### config.mk
export PLATFORM = sky130hd
export DESIGN_NAME = irq_gpio_mux
export DESIGN_NICKNAME = d
export VERILOG_FILES = /design/src/core/irq_gpio_pkg.sv /design/src/core/irq_gpio_mux.sv
export VERILOG_INCLUDE_DIRS = /design/src /design/src/core
export SDC_FILE = /design/constraint.sdc
export NUM_CORES = 1
export LEC_CHECK = 0
export ABC_AREA = 1
export BUFFER_PORTS_ARGS = -buffer_cell sky130_fd_sc_hd__buf_2
export CORE_UTILIZATION = 24
export CTS_CLUSTER_DIAMETER = 150
export DETAILED_ROUTE_END_ITERATION = 6
export GPL_TIMING_DRIVEN = 0
export PLACE_DENSITY = 0.42
export SETUP_SLACK_MARGIN = 0.15
export SLEW_MARGIN = 25
export SYNTH_ARGS = -nofsm -noshare
export SYNTH_HDL_FRONTEND = slang
export SYNTH_SLANG_ARGS = --single-unit
### constraint.sdc
create_clock -name core_clk -period 2.1 [get_ports core_clk]
set_input_delay 0.42 -clock core_clk [delete_from_list [all_inputs] [get_ports core_clk]]
set_output_delay 0.42 -clock core_clk [all_outputs]
set_load 0.005 [all_outputs]
### src/core/irq_gpio_params.svh
`ifndef IRQ_GPIO_PARAMS_SVH
`define IRQ_GPIO_PARAMS_SVH

// register offsets on the host register port
`define OFF_CORE_FLAGS  10'h004
`define OFF_TX_FLAGS    10'h005
`define OFF_RX_FLAGS    10'h006
`define OFF_MISC_FLAGS  10'h007
`define OFF_CORE_EN     10'h008
`define OFF_TX_EN       10'h009
`define OFF_RX_EN       10'h00A
`define OFF_MISC_EN     10'h00B
`define OFF_PIN_CFG     10'h00C

// reset values of the enable registers and pin configuration
`define RST_CORE_EN     8'h36
`define RST_TX_EN       8'hDF
`define RST_RX_EN       8'hE3
`define RST_MISC_EN     8'h38
`define RST_GLOBAL_EN   1'b1

// implemented bits; reserved positions read zero
`define MASK_CORE       8'h36
`define MASK_TX         8'hFF
`define MASK_RX         8'hEF
`define MASK_MISC       8'hFF

// field positions in pin_configuration
`define POS_GLOBAL_EN   6
`define POS_PENDING     4
`define MSB_FUNC        3

`endif

### src/core/irq_gpio_pkg.sv
package irq_gpio_pkg;

  // pin function select codes; anything not listed is reserved
  typedef enum logic [3:0] {
    FUNC_NORMAL   = 4'b0000,
    FUNC_GAIN_MON = 4'b0001,
    FUNC_RX_FSM   = 4'b0010,
    FUNC_MAC_MON  = 4'b0011,
    FUNC_RADIO    = 4'b0100,
    FUNC_TIMESYNC = 4'b0101,
    FUNC_TX_STRM  = 4'b1010,
    FUNC_RX_STRM  = 4'b1011
  } pin_func_e;

  // one-cycle set requests for the four flag registers
  typedef struct packed {
    logic [7:0] core;
    logic [7:0] tx;
    logic [7:0] rx;
    logic [7:0] misc;
  } flag_set_s;

  // internal state sampled for pin monitoring
  typedef struct packed {
    logic       preambleSeen;
    logic       gainRelease;
    logic [1:0] gain;
    logic [2:0] rxState;
    logic [3:0] mac_op_code;
    logic [2:0] radioOp;
    logic       txSfdPulse;
    logic       rxSfdPulse;
    logic       txBufReading;
    logic       busBufWriting;
    logic       tx_buf_empty_a;
    logic       rxBufWriting;
    logic       busBufReading;
    logic       rxBufFull;
  } monitor_s;

  // host-owned general purpose pin settings
  typedef struct packed {
    logic       pinCtrlEnable;
    logic [2:0] pinIsInput;
    logic [2:0] pinOutValue;
    logic [2:0] pinPolarity;
  } pin_ctrl_s;

endpackage

### src/core/irq_gpio_mux.sv
`timescale 1ns/1ns
`default_nettype none
`include "irq_gpio_params.svh"

module irq_gpio_mux #(
  parameter int ADDR_W = 10
) (
  input  wire logic                   core_clk,
  input  wire logic                   resetn,
  input  wire logic                   regWrite,
  input  wire logic                   regRead,
  input  wire logic [ADDR_W-1:0]      regAddr,
  input  wire logic [7:0]             regWdata,
  output logic      [7:0]             regRdata,
  input  wire irq_gpio_pkg::flag_set_s flagSet,
  input  wire irq_gpio_pkg::monitor_s  mon,
  input  wire irq_gpio_pkg::pin_ctrl_s pinCtrl,
  input  wire logic [2:0]             gpioIn,
  output logic      [2:0]             gpioOut,
  output logic      [2:0]             gpioOutEn,
  output logic                        irqOutN
);

  // offsets are 10 bits wide; a narrower port would alias registers onto each other
  if (ADDR_W < 10) begin : g_addr_check
    $error("ADDR_W must hold the 10-bit register offsets");
  end

  // flags[0..3] = core, tx, rx, misc; enables likewise
  logic [7:0]             flags [4];
  logic [7:0]             enables [4];
  logic                   globalIrqEnable;
  irq_gpio_pkg::pin_func_e pinFunctionSelect;
  logic                   gainHoldFlag;
  logic                   irqPending;
  logic [7:0]             setVec [4];
  logic [2:0]             pinEventSet;
  logic                   modeNormal;

  // offset of flag register n or enable register n, n in 0..3
  function automatic logic hit(input logic [ADDR_W-1:0] a, input logic [9:0] off);
    hit = (a == ADDR_W'(off));
  endfunction

  function automatic logic [7:0] implMask(input int n);
    case (n)
      0:       implMask = `MASK_CORE;
      1:       implMask = `MASK_TX;
      2:       implMask = `MASK_RX;
      default: implMask = `MASK_MISC;
    endcase
  endfunction

  function automatic logic [9:0] flagOff(input int n);
    flagOff = `OFF_CORE_FLAGS + 10'(n);
  endfunction

  function automatic logic [9:0] enOff(input int n);
    enOff = `OFF_CORE_EN + 10'(n);
  endfunction

  assign modeNormal = (pinFunctionSelect == irq_gpio_pkg::FUNC_NORMAL);

  // pin flags: only meaningful when the host owns the pin as an input
  always_comb begin
    for (int i = 0; i < 3; i++) begin
      pinEventSet[i] = modeNormal && pinCtrl.pinCtrlEnable && pinCtrl.pinIsInput[i] &&
                       (gpioIn[i] == pinCtrl.pinPolarity[i]);
    end
  end

  // collect set requests; reserved positions can never set
  always_comb begin
    setVec[0] = flagSet.core & `MASK_CORE;
    setVec[1] = flagSet.tx & `MASK_TX;
    setVec[2] = flagSet.rx & `MASK_RX;
    setVec[3] = {flagSet.misc[7:3], pinEventSet} & `MASK_MISC;
  end

  // flags clear on host read; a set in the same cycle wins over the clear
  always_ff @(posedge core_clk or negedge resetn) begin
    if (!resetn) begin
      for (int n = 0; n < 4; n++) flags[n] <= 8'h00;
    end else begin
      for (int n = 0; n < 4; n++) begin
        if (regWrite && hit(regAddr, flagOff(n))) begin
          flags[n] <= (regWdata & implMask(n)) | setVec[n];
        end else if (regRead && hit(regAddr, flagOff(n))) begin
          flags[n] <= setVec[n];
        end else begin
          flags[n] <= flags[n] | setVec[n];
        end
      end
    end
  end

  // enable registers; reserved bits are dropped so they read zero
  always_ff @(posedge core_clk or negedge resetn) begin
    if (!resetn) begin
      enables[0] <= `RST_CORE_EN;
      enables[1] <= `RST_TX_EN;
      enables[2] <= `RST_RX_EN;
      enables[3] <= `RST_MISC_EN;
    end else begin
      for (int n = 0; n < 4; n++) begin
        if (regWrite && hit(regAddr, enOff(n))) begin
          enables[n] <= regWdata & implMask(n);
        end
      end
    end
  end

  // pin configuration: global enable and function select
  always_ff @(posedge core_clk or negedge resetn) begin
    if (!resetn) begin
      globalIrqEnable   <= `RST_GLOBAL_EN;
      pinFunctionSelect <= irq_gpio_pkg::FUNC_NORMAL;
    end else if (regWrite && hit(regAddr, `OFF_PIN_CFG)) begin
      globalIrqEnable   <= regWdata[`POS_GLOBAL_EN];
      // reserved codes are stored as written; pins then go undriven
      pinFunctionSelect <= irq_gpio_pkg::pin_func_e'(regWdata[`MSB_FUNC:0]);
    end
  end

  // pending is combinational so it never lags the flags by more than the pin flop
  always_comb begin
    irqPending = 1'b0;
    for (int n = 0; n < 4; n++) begin
      irqPending = irqPending | (|(flags[n] & enables[n]));
    end
  end

  // interrupt pin is active low and gated by the global enable
  always_ff @(posedge core_clk or negedge resetn) begin
    if (!resetn) begin
      irqOutN <= 1'b1;
    end else begin
      irqOutN <= !(irqPending && globalIrqEnable);
    end
  end

  // gain hold: preamble sets it, release after the frame clears it
  always_ff @(posedge core_clk or negedge resetn) begin
    if (!resetn) begin
      gainHoldFlag <= 1'b0;
    end else if (mon.preambleSeen) begin
      gainHoldFlag <= 1'b1;
    end else if (mon.gainRelease) begin
      gainHoldFlag <= 1'b0;
    end
  end

  // pin function mux; every listed mode but normal and timesync drives all pins itself
  always_ff @(posedge core_clk or negedge resetn) begin
    if (!resetn) begin
      gpioOut   <= 3'h0;
      gpioOutEn <= 3'h0;
    end else begin
      case (pinFunctionSelect)
        irq_gpio_pkg::FUNC_NORMAL: begin
          gpioOut   <= pinCtrl.pinOutValue;
          gpioOutEn <= pinCtrl.pinCtrlEnable ? ~pinCtrl.pinIsInput : 3'h0;
        end
        irq_gpio_pkg::FUNC_GAIN_MON: begin
          gpioOut   <= {gainHoldFlag, mon.gain};
          gpioOutEn <= 3'h7;
        end
        irq_gpio_pkg::FUNC_RX_FSM: begin
          gpioOut   <= mon.rxState;
          gpioOutEn <= 3'h7;
        end
        irq_gpio_pkg::FUNC_MAC_MON: begin
          gpioOut   <= mon.mac_op_code[3:1];
          gpioOutEn <= 3'h7;
        end
        irq_gpio_pkg::FUNC_RADIO: begin
          gpioOut   <= mon.radioOp;
          gpioOutEn <= 3'h7;
        end
        irq_gpio_pkg::FUNC_TIMESYNC: begin
          // pin 2 stays a host pin so a sync design can keep one spare line
          gpioOut   <= {pinCtrl.pinOutValue[2], mon.rxSfdPulse, mon.txSfdPulse};
          gpioOutEn <= {pinCtrl.pinCtrlEnable & ~pinCtrl.pinIsInput[2], 2'b11};
        end
        irq_gpio_pkg::FUNC_TX_STRM: begin
          gpioOut   <= {mon.txBufReading, mon.busBufWriting, mon.tx_buf_empty_a};
          gpioOutEn <= 3'h7;
        end
        irq_gpio_pkg::FUNC_RX_STRM: begin
          gpioOut   <= {mon.rxBufWriting, mon.busBufReading, mon.rxBufFull};
          gpioOutEn <= 3'h7;
        end
        default: begin
          // reserved codes: release the pins rather than guess a function
          gpioOut   <= 3'h0;
          gpioOutEn <= 3'h0;
        end
      endcase
    end
  end

  // registered read data; unmapped offsets read zero
  always_ff @(posedge core_clk or negedge resetn) begin
    if (!resetn) begin
      regRdata <= 8'h00;
    end else if (regRead) begin
      regRdata <= 8'h00;
      for (int n = 0; n < 4; n++) begin
        if (hit(regAddr, flagOff(n))) regRdata <= flags[n];
        if (hit(regAddr, enOff(n)))   regRdata <= enables[n];
      end
      if (hit(regAddr, `OFF_PIN_CFG)) begin
        regRdata <= {1'b0, globalIrqEnable, 1'b0, irqPending, pinFunctionSelect};
      end
    end
  end
endmodule // irq_gpio_mux

`default_nettype wire

[Word level (Yosys, flattened, before mapping)]
Cells that the tools add are included.
Word-level totals
  memory bits (read-only): 0
  memory bits (writable): 0
  logic and storage cells: 119
  bits in latches: 0
  memories: 0
  flip-flop bits (word level): 85
  bits of input ports: 89
Cells by class
  reduce and logical (&&, ||, !) cells: 29
  eq/ne operators: 19
  multiplexer cells: 30
  $lt $le $gt $ge: 0
  shifts and indexed selects: 0
  multiply operators: 0
  bitwise logic cells: 26
  add/sub/neg operators: 0
  div/mod/pow operators: 0
Operator list (count)
  8-bit 2-to-1 mux: 25
  8-bit bitwise AND: 12
  10-bit by 4-bit equality test with 1-bit output, second input constant: 5
  8-bit bitwise OR: 6
  10-bit by 3-bit equality test with 1-bit output, second input constant: 4
  8-bit OR reduction: 4
  3-bit case mux with 8 select lines: 1
  1-bit logical AND: 21
  8-bit by 6-bit bitwise OR with 8-bit output: 2
  3-bit case mux with 3 select lines: 1
  4-bit by 2-bit equality test with 1-bit output, second input constant: 2
  4-bit by 3-bit equality test with 1-bit output, second input constant: 2
  4-bit equality test, second input constant: 2
  6-bit OR reduction: 1
  4-bit by 1-bit equality test with 1-bit output, second input constant: 1
  4-bit logical NOT: 1
  1-bit equality test: 3
  3-bit 2-to-1 mux: 1
  3-bit inverter: 1
  1-bit bitwise OR: 3
  1-bit 2-to-1 mux: 2
  2-bit nonzero test: 1
  1-bit bitwise AND: 1
  1-bit logical NOT: 1
  1-bit inverter: 1

[Logic depth before layout (Yosys ltp)]
  depth after elaboration: 10
  depth in mapped cells: 12
  depth with buffers taken out: 12

[Least setup slack after synthesis]
Ideal clock, no wire load.
  path type: input port to flip-flop
  start point: input port regAddr[0]
  end point: register flags[11] (netlist name)
  required time: 1.968 ns
  stages: 10
  slack: 0.475 ns
  library setup time: 0.132 ns
  arrival: 1.494 ns
  cell sequence: buf_2 > inv_1 > nand3_1 > nor2_1 > inv_1 > nor2_4 > nand2_1 > buf_2 > nand3_1 > o211ai_1
Between the ends
  word-level cells in the longest chain between the ends: 4
  elaborated cells on any way between the ends: 5
  classes of those cells: eq/ne: 1; mux: 2; reduce/logical: 2
RTL lines
  start: declaration: RTL line irq_gpio_mux.sv:12  | input wire logic [ADDR_W-1:0] regAddr,
  10-bit by 3-bit equality test with 1-bit output (*): RTL line irq_gpio_mux.sv:42  | hit = (a == ADDR_W'(off));
  1-bit logical AND: RTL line irq_gpio_mux.sv:88  | end else if (regRead && hit(regAddr, flagOff(n))) begin
  8-bit 2-to-1 mux: RTL line irq_gpio_mux.sv:88
  8-bit 2-to-1 mux (*): RTL line irq_gpio_mux.sv:86  | if (regWrite && hit(regAddr, flagOff(n))) begin
  end signal: indexed assignment: RTL line irq_gpio_mux.sv:87  | flags[n] <= (regWdata & implMask(n)) | setVec[n];
  end signal: indexed assignment: RTL line irq_gpio_mux.sv:89  | flags[n] <= setVec[n];
  end signal: indexed assignment: RTL line irq_gpio_mux.sv:91  | flags[n] <= flags[n] | setVec[n];
  end: declaration: RTL line irq_gpio_mux.sv:30  | logic [7:0] flags [4];
Mark *: on every way between the ends. The rest lies on a longest branch, timed or not.
A chain may end at the register's enable or synchronous reset.

[Worst setup path after layout]
  start point: input port regRead
  end point: register flags[6] (netlist name)
Between the ends
  word-level cells in the longest chain between the ends: 3
RTL lines
  start: declaration: RTL line irq_gpio_mux.sv:11  | input wire logic regRead,
  1-bit logical AND: RTL line irq_gpio_mux.sv:88
  8-bit 2-to-1 mux: RTL line irq_gpio_mux.sv:88
  8-bit 2-to-1 mux: RTL line irq_gpio_mux.sv:86
No other way between the ends.

==> metrics.yaml <==
status:
  status: "completed"
sta:
  fin_skew_ns: 0.009383
  hold_viol: 0
  holdWs_ns: 0.02728
  slew_violations: 0
  finalSetupViolations: 0
  fmax_mhz: 571.9
  relSlewSlack_pct: 61.87
  fin_setup_tns_ns: 0
  grt_setup_unrepaired: "false"
  worst_pin_slew_ns: 0.5677
  fin_crit_sh_pct: 83.26
  period_needed_ns: 1.749
placement:
  gp_congestion: 0.8657
  place_hpwl_um: 10920
  port-buffer-count: 91
power:
  worst_ir_drop_vdd_v: 0.0003929
  p_leak_nw: 2.562
  p_clk_share_pct: 48.8
  switching_share_pct: 24.31
  power_density_nw_per_um2: 659.9
  power_frac_seq_pct: 42.4
  net-switching-power_uw: 854.3
  power_mw: 3.514
  p_int_mw: 2.660
  power_frac_comb_pct: 8.8
cells_and_area:
  nFillCells: 1910
  num_antenna_cells: 0
  layout.nets: 740
  syn2layout_area_growth_pct: 25.66
  seq_area_um2: 1903
  multi_input_area_um2: 1994
  fin_util_pct: 30.79
  drive_above_1_share_pct: 25.61
route:
  drt-pass1-iter-count: 5
  drt_wl_total_um: 14030
  routed_via_density: 4.641
  dr.first_iter.drc_count: 210
  drc_errors: 0
  ant_nets: 0
  wl_per_cell_um: 15.92
  num_vias: 4089
logic_synthesis:
  synthArstFlopShare_pct: 100.0
  synth_cell_types: 39
  syn_area_um2: 4238
  netlist_instances: 548
  synthesis.nets: 637
  synth_top_area_share_pct: 31.89
  yosysWarnings: 0
  ys.flop_type: "dfrtp_1"
  avgSynthCellArea_um2: 7.733
  yosys.area.top_type: "dfrtp_1"
  yosys-top-cells-area: "dfrtp_1 32%, nand2_1 14%, dfstp_2 13%, nand3_1 6.6%, inv_1 6.1%"
  ys_ff_latch: 75
  yosysMostFrequentCell: "nand2_1"
  synth_edf_count: 0
  netlist_top_cells_count: "158 x nand2_1, 69 x inv_1, 56 x nand3_1, 54 x dfrtp_1, 38 x nor2_1"
  synth_seq_area_share_pct: 44.91
global_route:
  grt_pass1_wl_um: 21970
  antenna_found_initial: 0
  grt_pass1_vias: 3943
  track_usage_pct: 16.37
  grt_max_degree: 42
  gr-total-overflow: 0
clocking:
  ctsResizeCount: 0
  clkSinkCount: 75
  cts_buffer_depth: 2
  cts_tree: "built"
  clk_pin_slew_ns: 0.06
  postCtsSetupBuffers: 0
  htree_levels: 3
  clockRootBuffer: "clkbuf_16"
  numCtsBuffers: 9
  cts_hold_buffers: 0
  clkLatencyLatePin_ns: 0.35
setup_path:
  required_ns: 2.30
  r2r_cells: 6
  r2r_end: "flags[1]"
  crit_slowest_cell: "nor4_4"
  endpoint_kind: "flip-flop"
  cp.buffers_inverters: 2
  critPathTopFamily: "simple AND/OR/NAND/NOR gates"
  cpPeakStageDelay_ns: 0.69
  crit_fanout: 10
  cp_data_arrival_time_ns: 1.95
  cp-start-kind: "input port"
  reg2reg_slack_ns: 0.44
  r2r-start: "pinFunctionSelect[3]"
  crit_path_cell_trace: "buf_2 > clkinv_1 > nor4_4 > o221ai_1"
  criticalPathCategory: "in2reg"
die:
  die_area_um2: 18190
  coreArea_um2: 17300
  die_x_um: 134.9
  rows: 48
  num_io_pins: 104
  start_util_pct: 24.50
  die_height_um: 134.9
run:
  cap_violations: 0
hold_path:
  hp-class: "in2async"
-- cell usage in the layout, fill, tap and decap left out, types with 6 or more instances in the layout --
cell type and instances:
nand2_1 158, buf_2 98, inv_1 69, nand3_1 56
dfrtp_1 54, nor2_1 38, o21ai_0 33, dfstp_2 21
o221ai_1 16, nand4_1 10, clkbuf_16 9, o21ai_1 8
o211ai_1 7, nand2_2 6, nor2_4 6
-- through the flow --
step           area [um^2]  setup WS [ns]  cells
5_1_grt               5325         0.2078    881
3_5_place_dp          4997       -0.01625    865
3_3_place_gp          4975       -0.04918    864
2_1_floorplan         4238         0.4747    548
6_report              5325         0.3514    881
4_1_cts               5325         0.3522    881
-- power by group through the flow --
| stage | combinational (mW) | sequential [mW] | clock [mW] |
|---|---|---|---|
| after floorplan | 0.132 | 1.51 | 0 |
| after global placement | 0.308 | 1.51 | 0 |
| after detailed placement | 0.316 | 1.51 | 0 |
| after CTS | 0.317 | 1.49 | 1.75 |
| after global routing | 0.348 | 1.49 | 1.81 |
| final | 0.309 | 1.49 | 1.72 |
-- kinds of logic (layout without fill, tap and decap cells) --
family / count (synthesis) / in the layout / synth area share, %
xor+xnor: 4 / 4 / 0.8268
flops: 75 / 75 / 44.91
simple gates: 300 / 300 / 33.63
compound gates: 83 / 83 / 12.61
buf+inv: 86 / 194 / 8.031
-- flip-flops by register name (all words and copies together) (netlist names) --
signal and flops:
gpioOut 3, flags 27, gpioOutEn 3, enables 27
gainHoldFlag 1, globalIrqEnable 1, pinFunctionSelect 4, regRdata 8
irqOutN 1
-- worst register-to-register path: cells and delay by family (launching register included) --
family                 cells  cell delay [ns]
buffers and inverters      1             0.11
and+or+nand+nor            4             0.97
DFF                        1             0.43
AOI/OAI and AO/OA          1             0.08
-- layout make-up --
class / count / area share (%)
repair buffers: 92 / 8.976
inverters: 75 / 5.287
flip-flops and latches: 75 / 35.74
multi-input cells: 387 / 37.45
well taps: 225 / 5.287
clock inverters: 6 / 1.668
plain buffers: 11 / 1.104
clock buffers: 10 / 4.488
-- worst max path at each step --
stage / from / endpoint / depth (start not counted)
2_1_floorplan: regAddr[0] / flags[11] / 10
3_3_place_gp: regRead / flags[1] / 4
3_5_place_dp: regRead / flags[7] / 4
4_1_cts: regRead / flags[6] / 4
5_1_grt: regRead / flags[16] / 4
6_report: regRead / flags[6] / 4
-- layer usage --
layer,global-route usage [%],share of wire [%],vias to the layer above
met5,0,0,-
met4,5.243,1.7,0
met3,3.153,3.6,14
met2,25.40,46,82
met1,22.80,48,1966
li1,-,-,2027
Note: power is estimated with default switching activity, not from simulation.
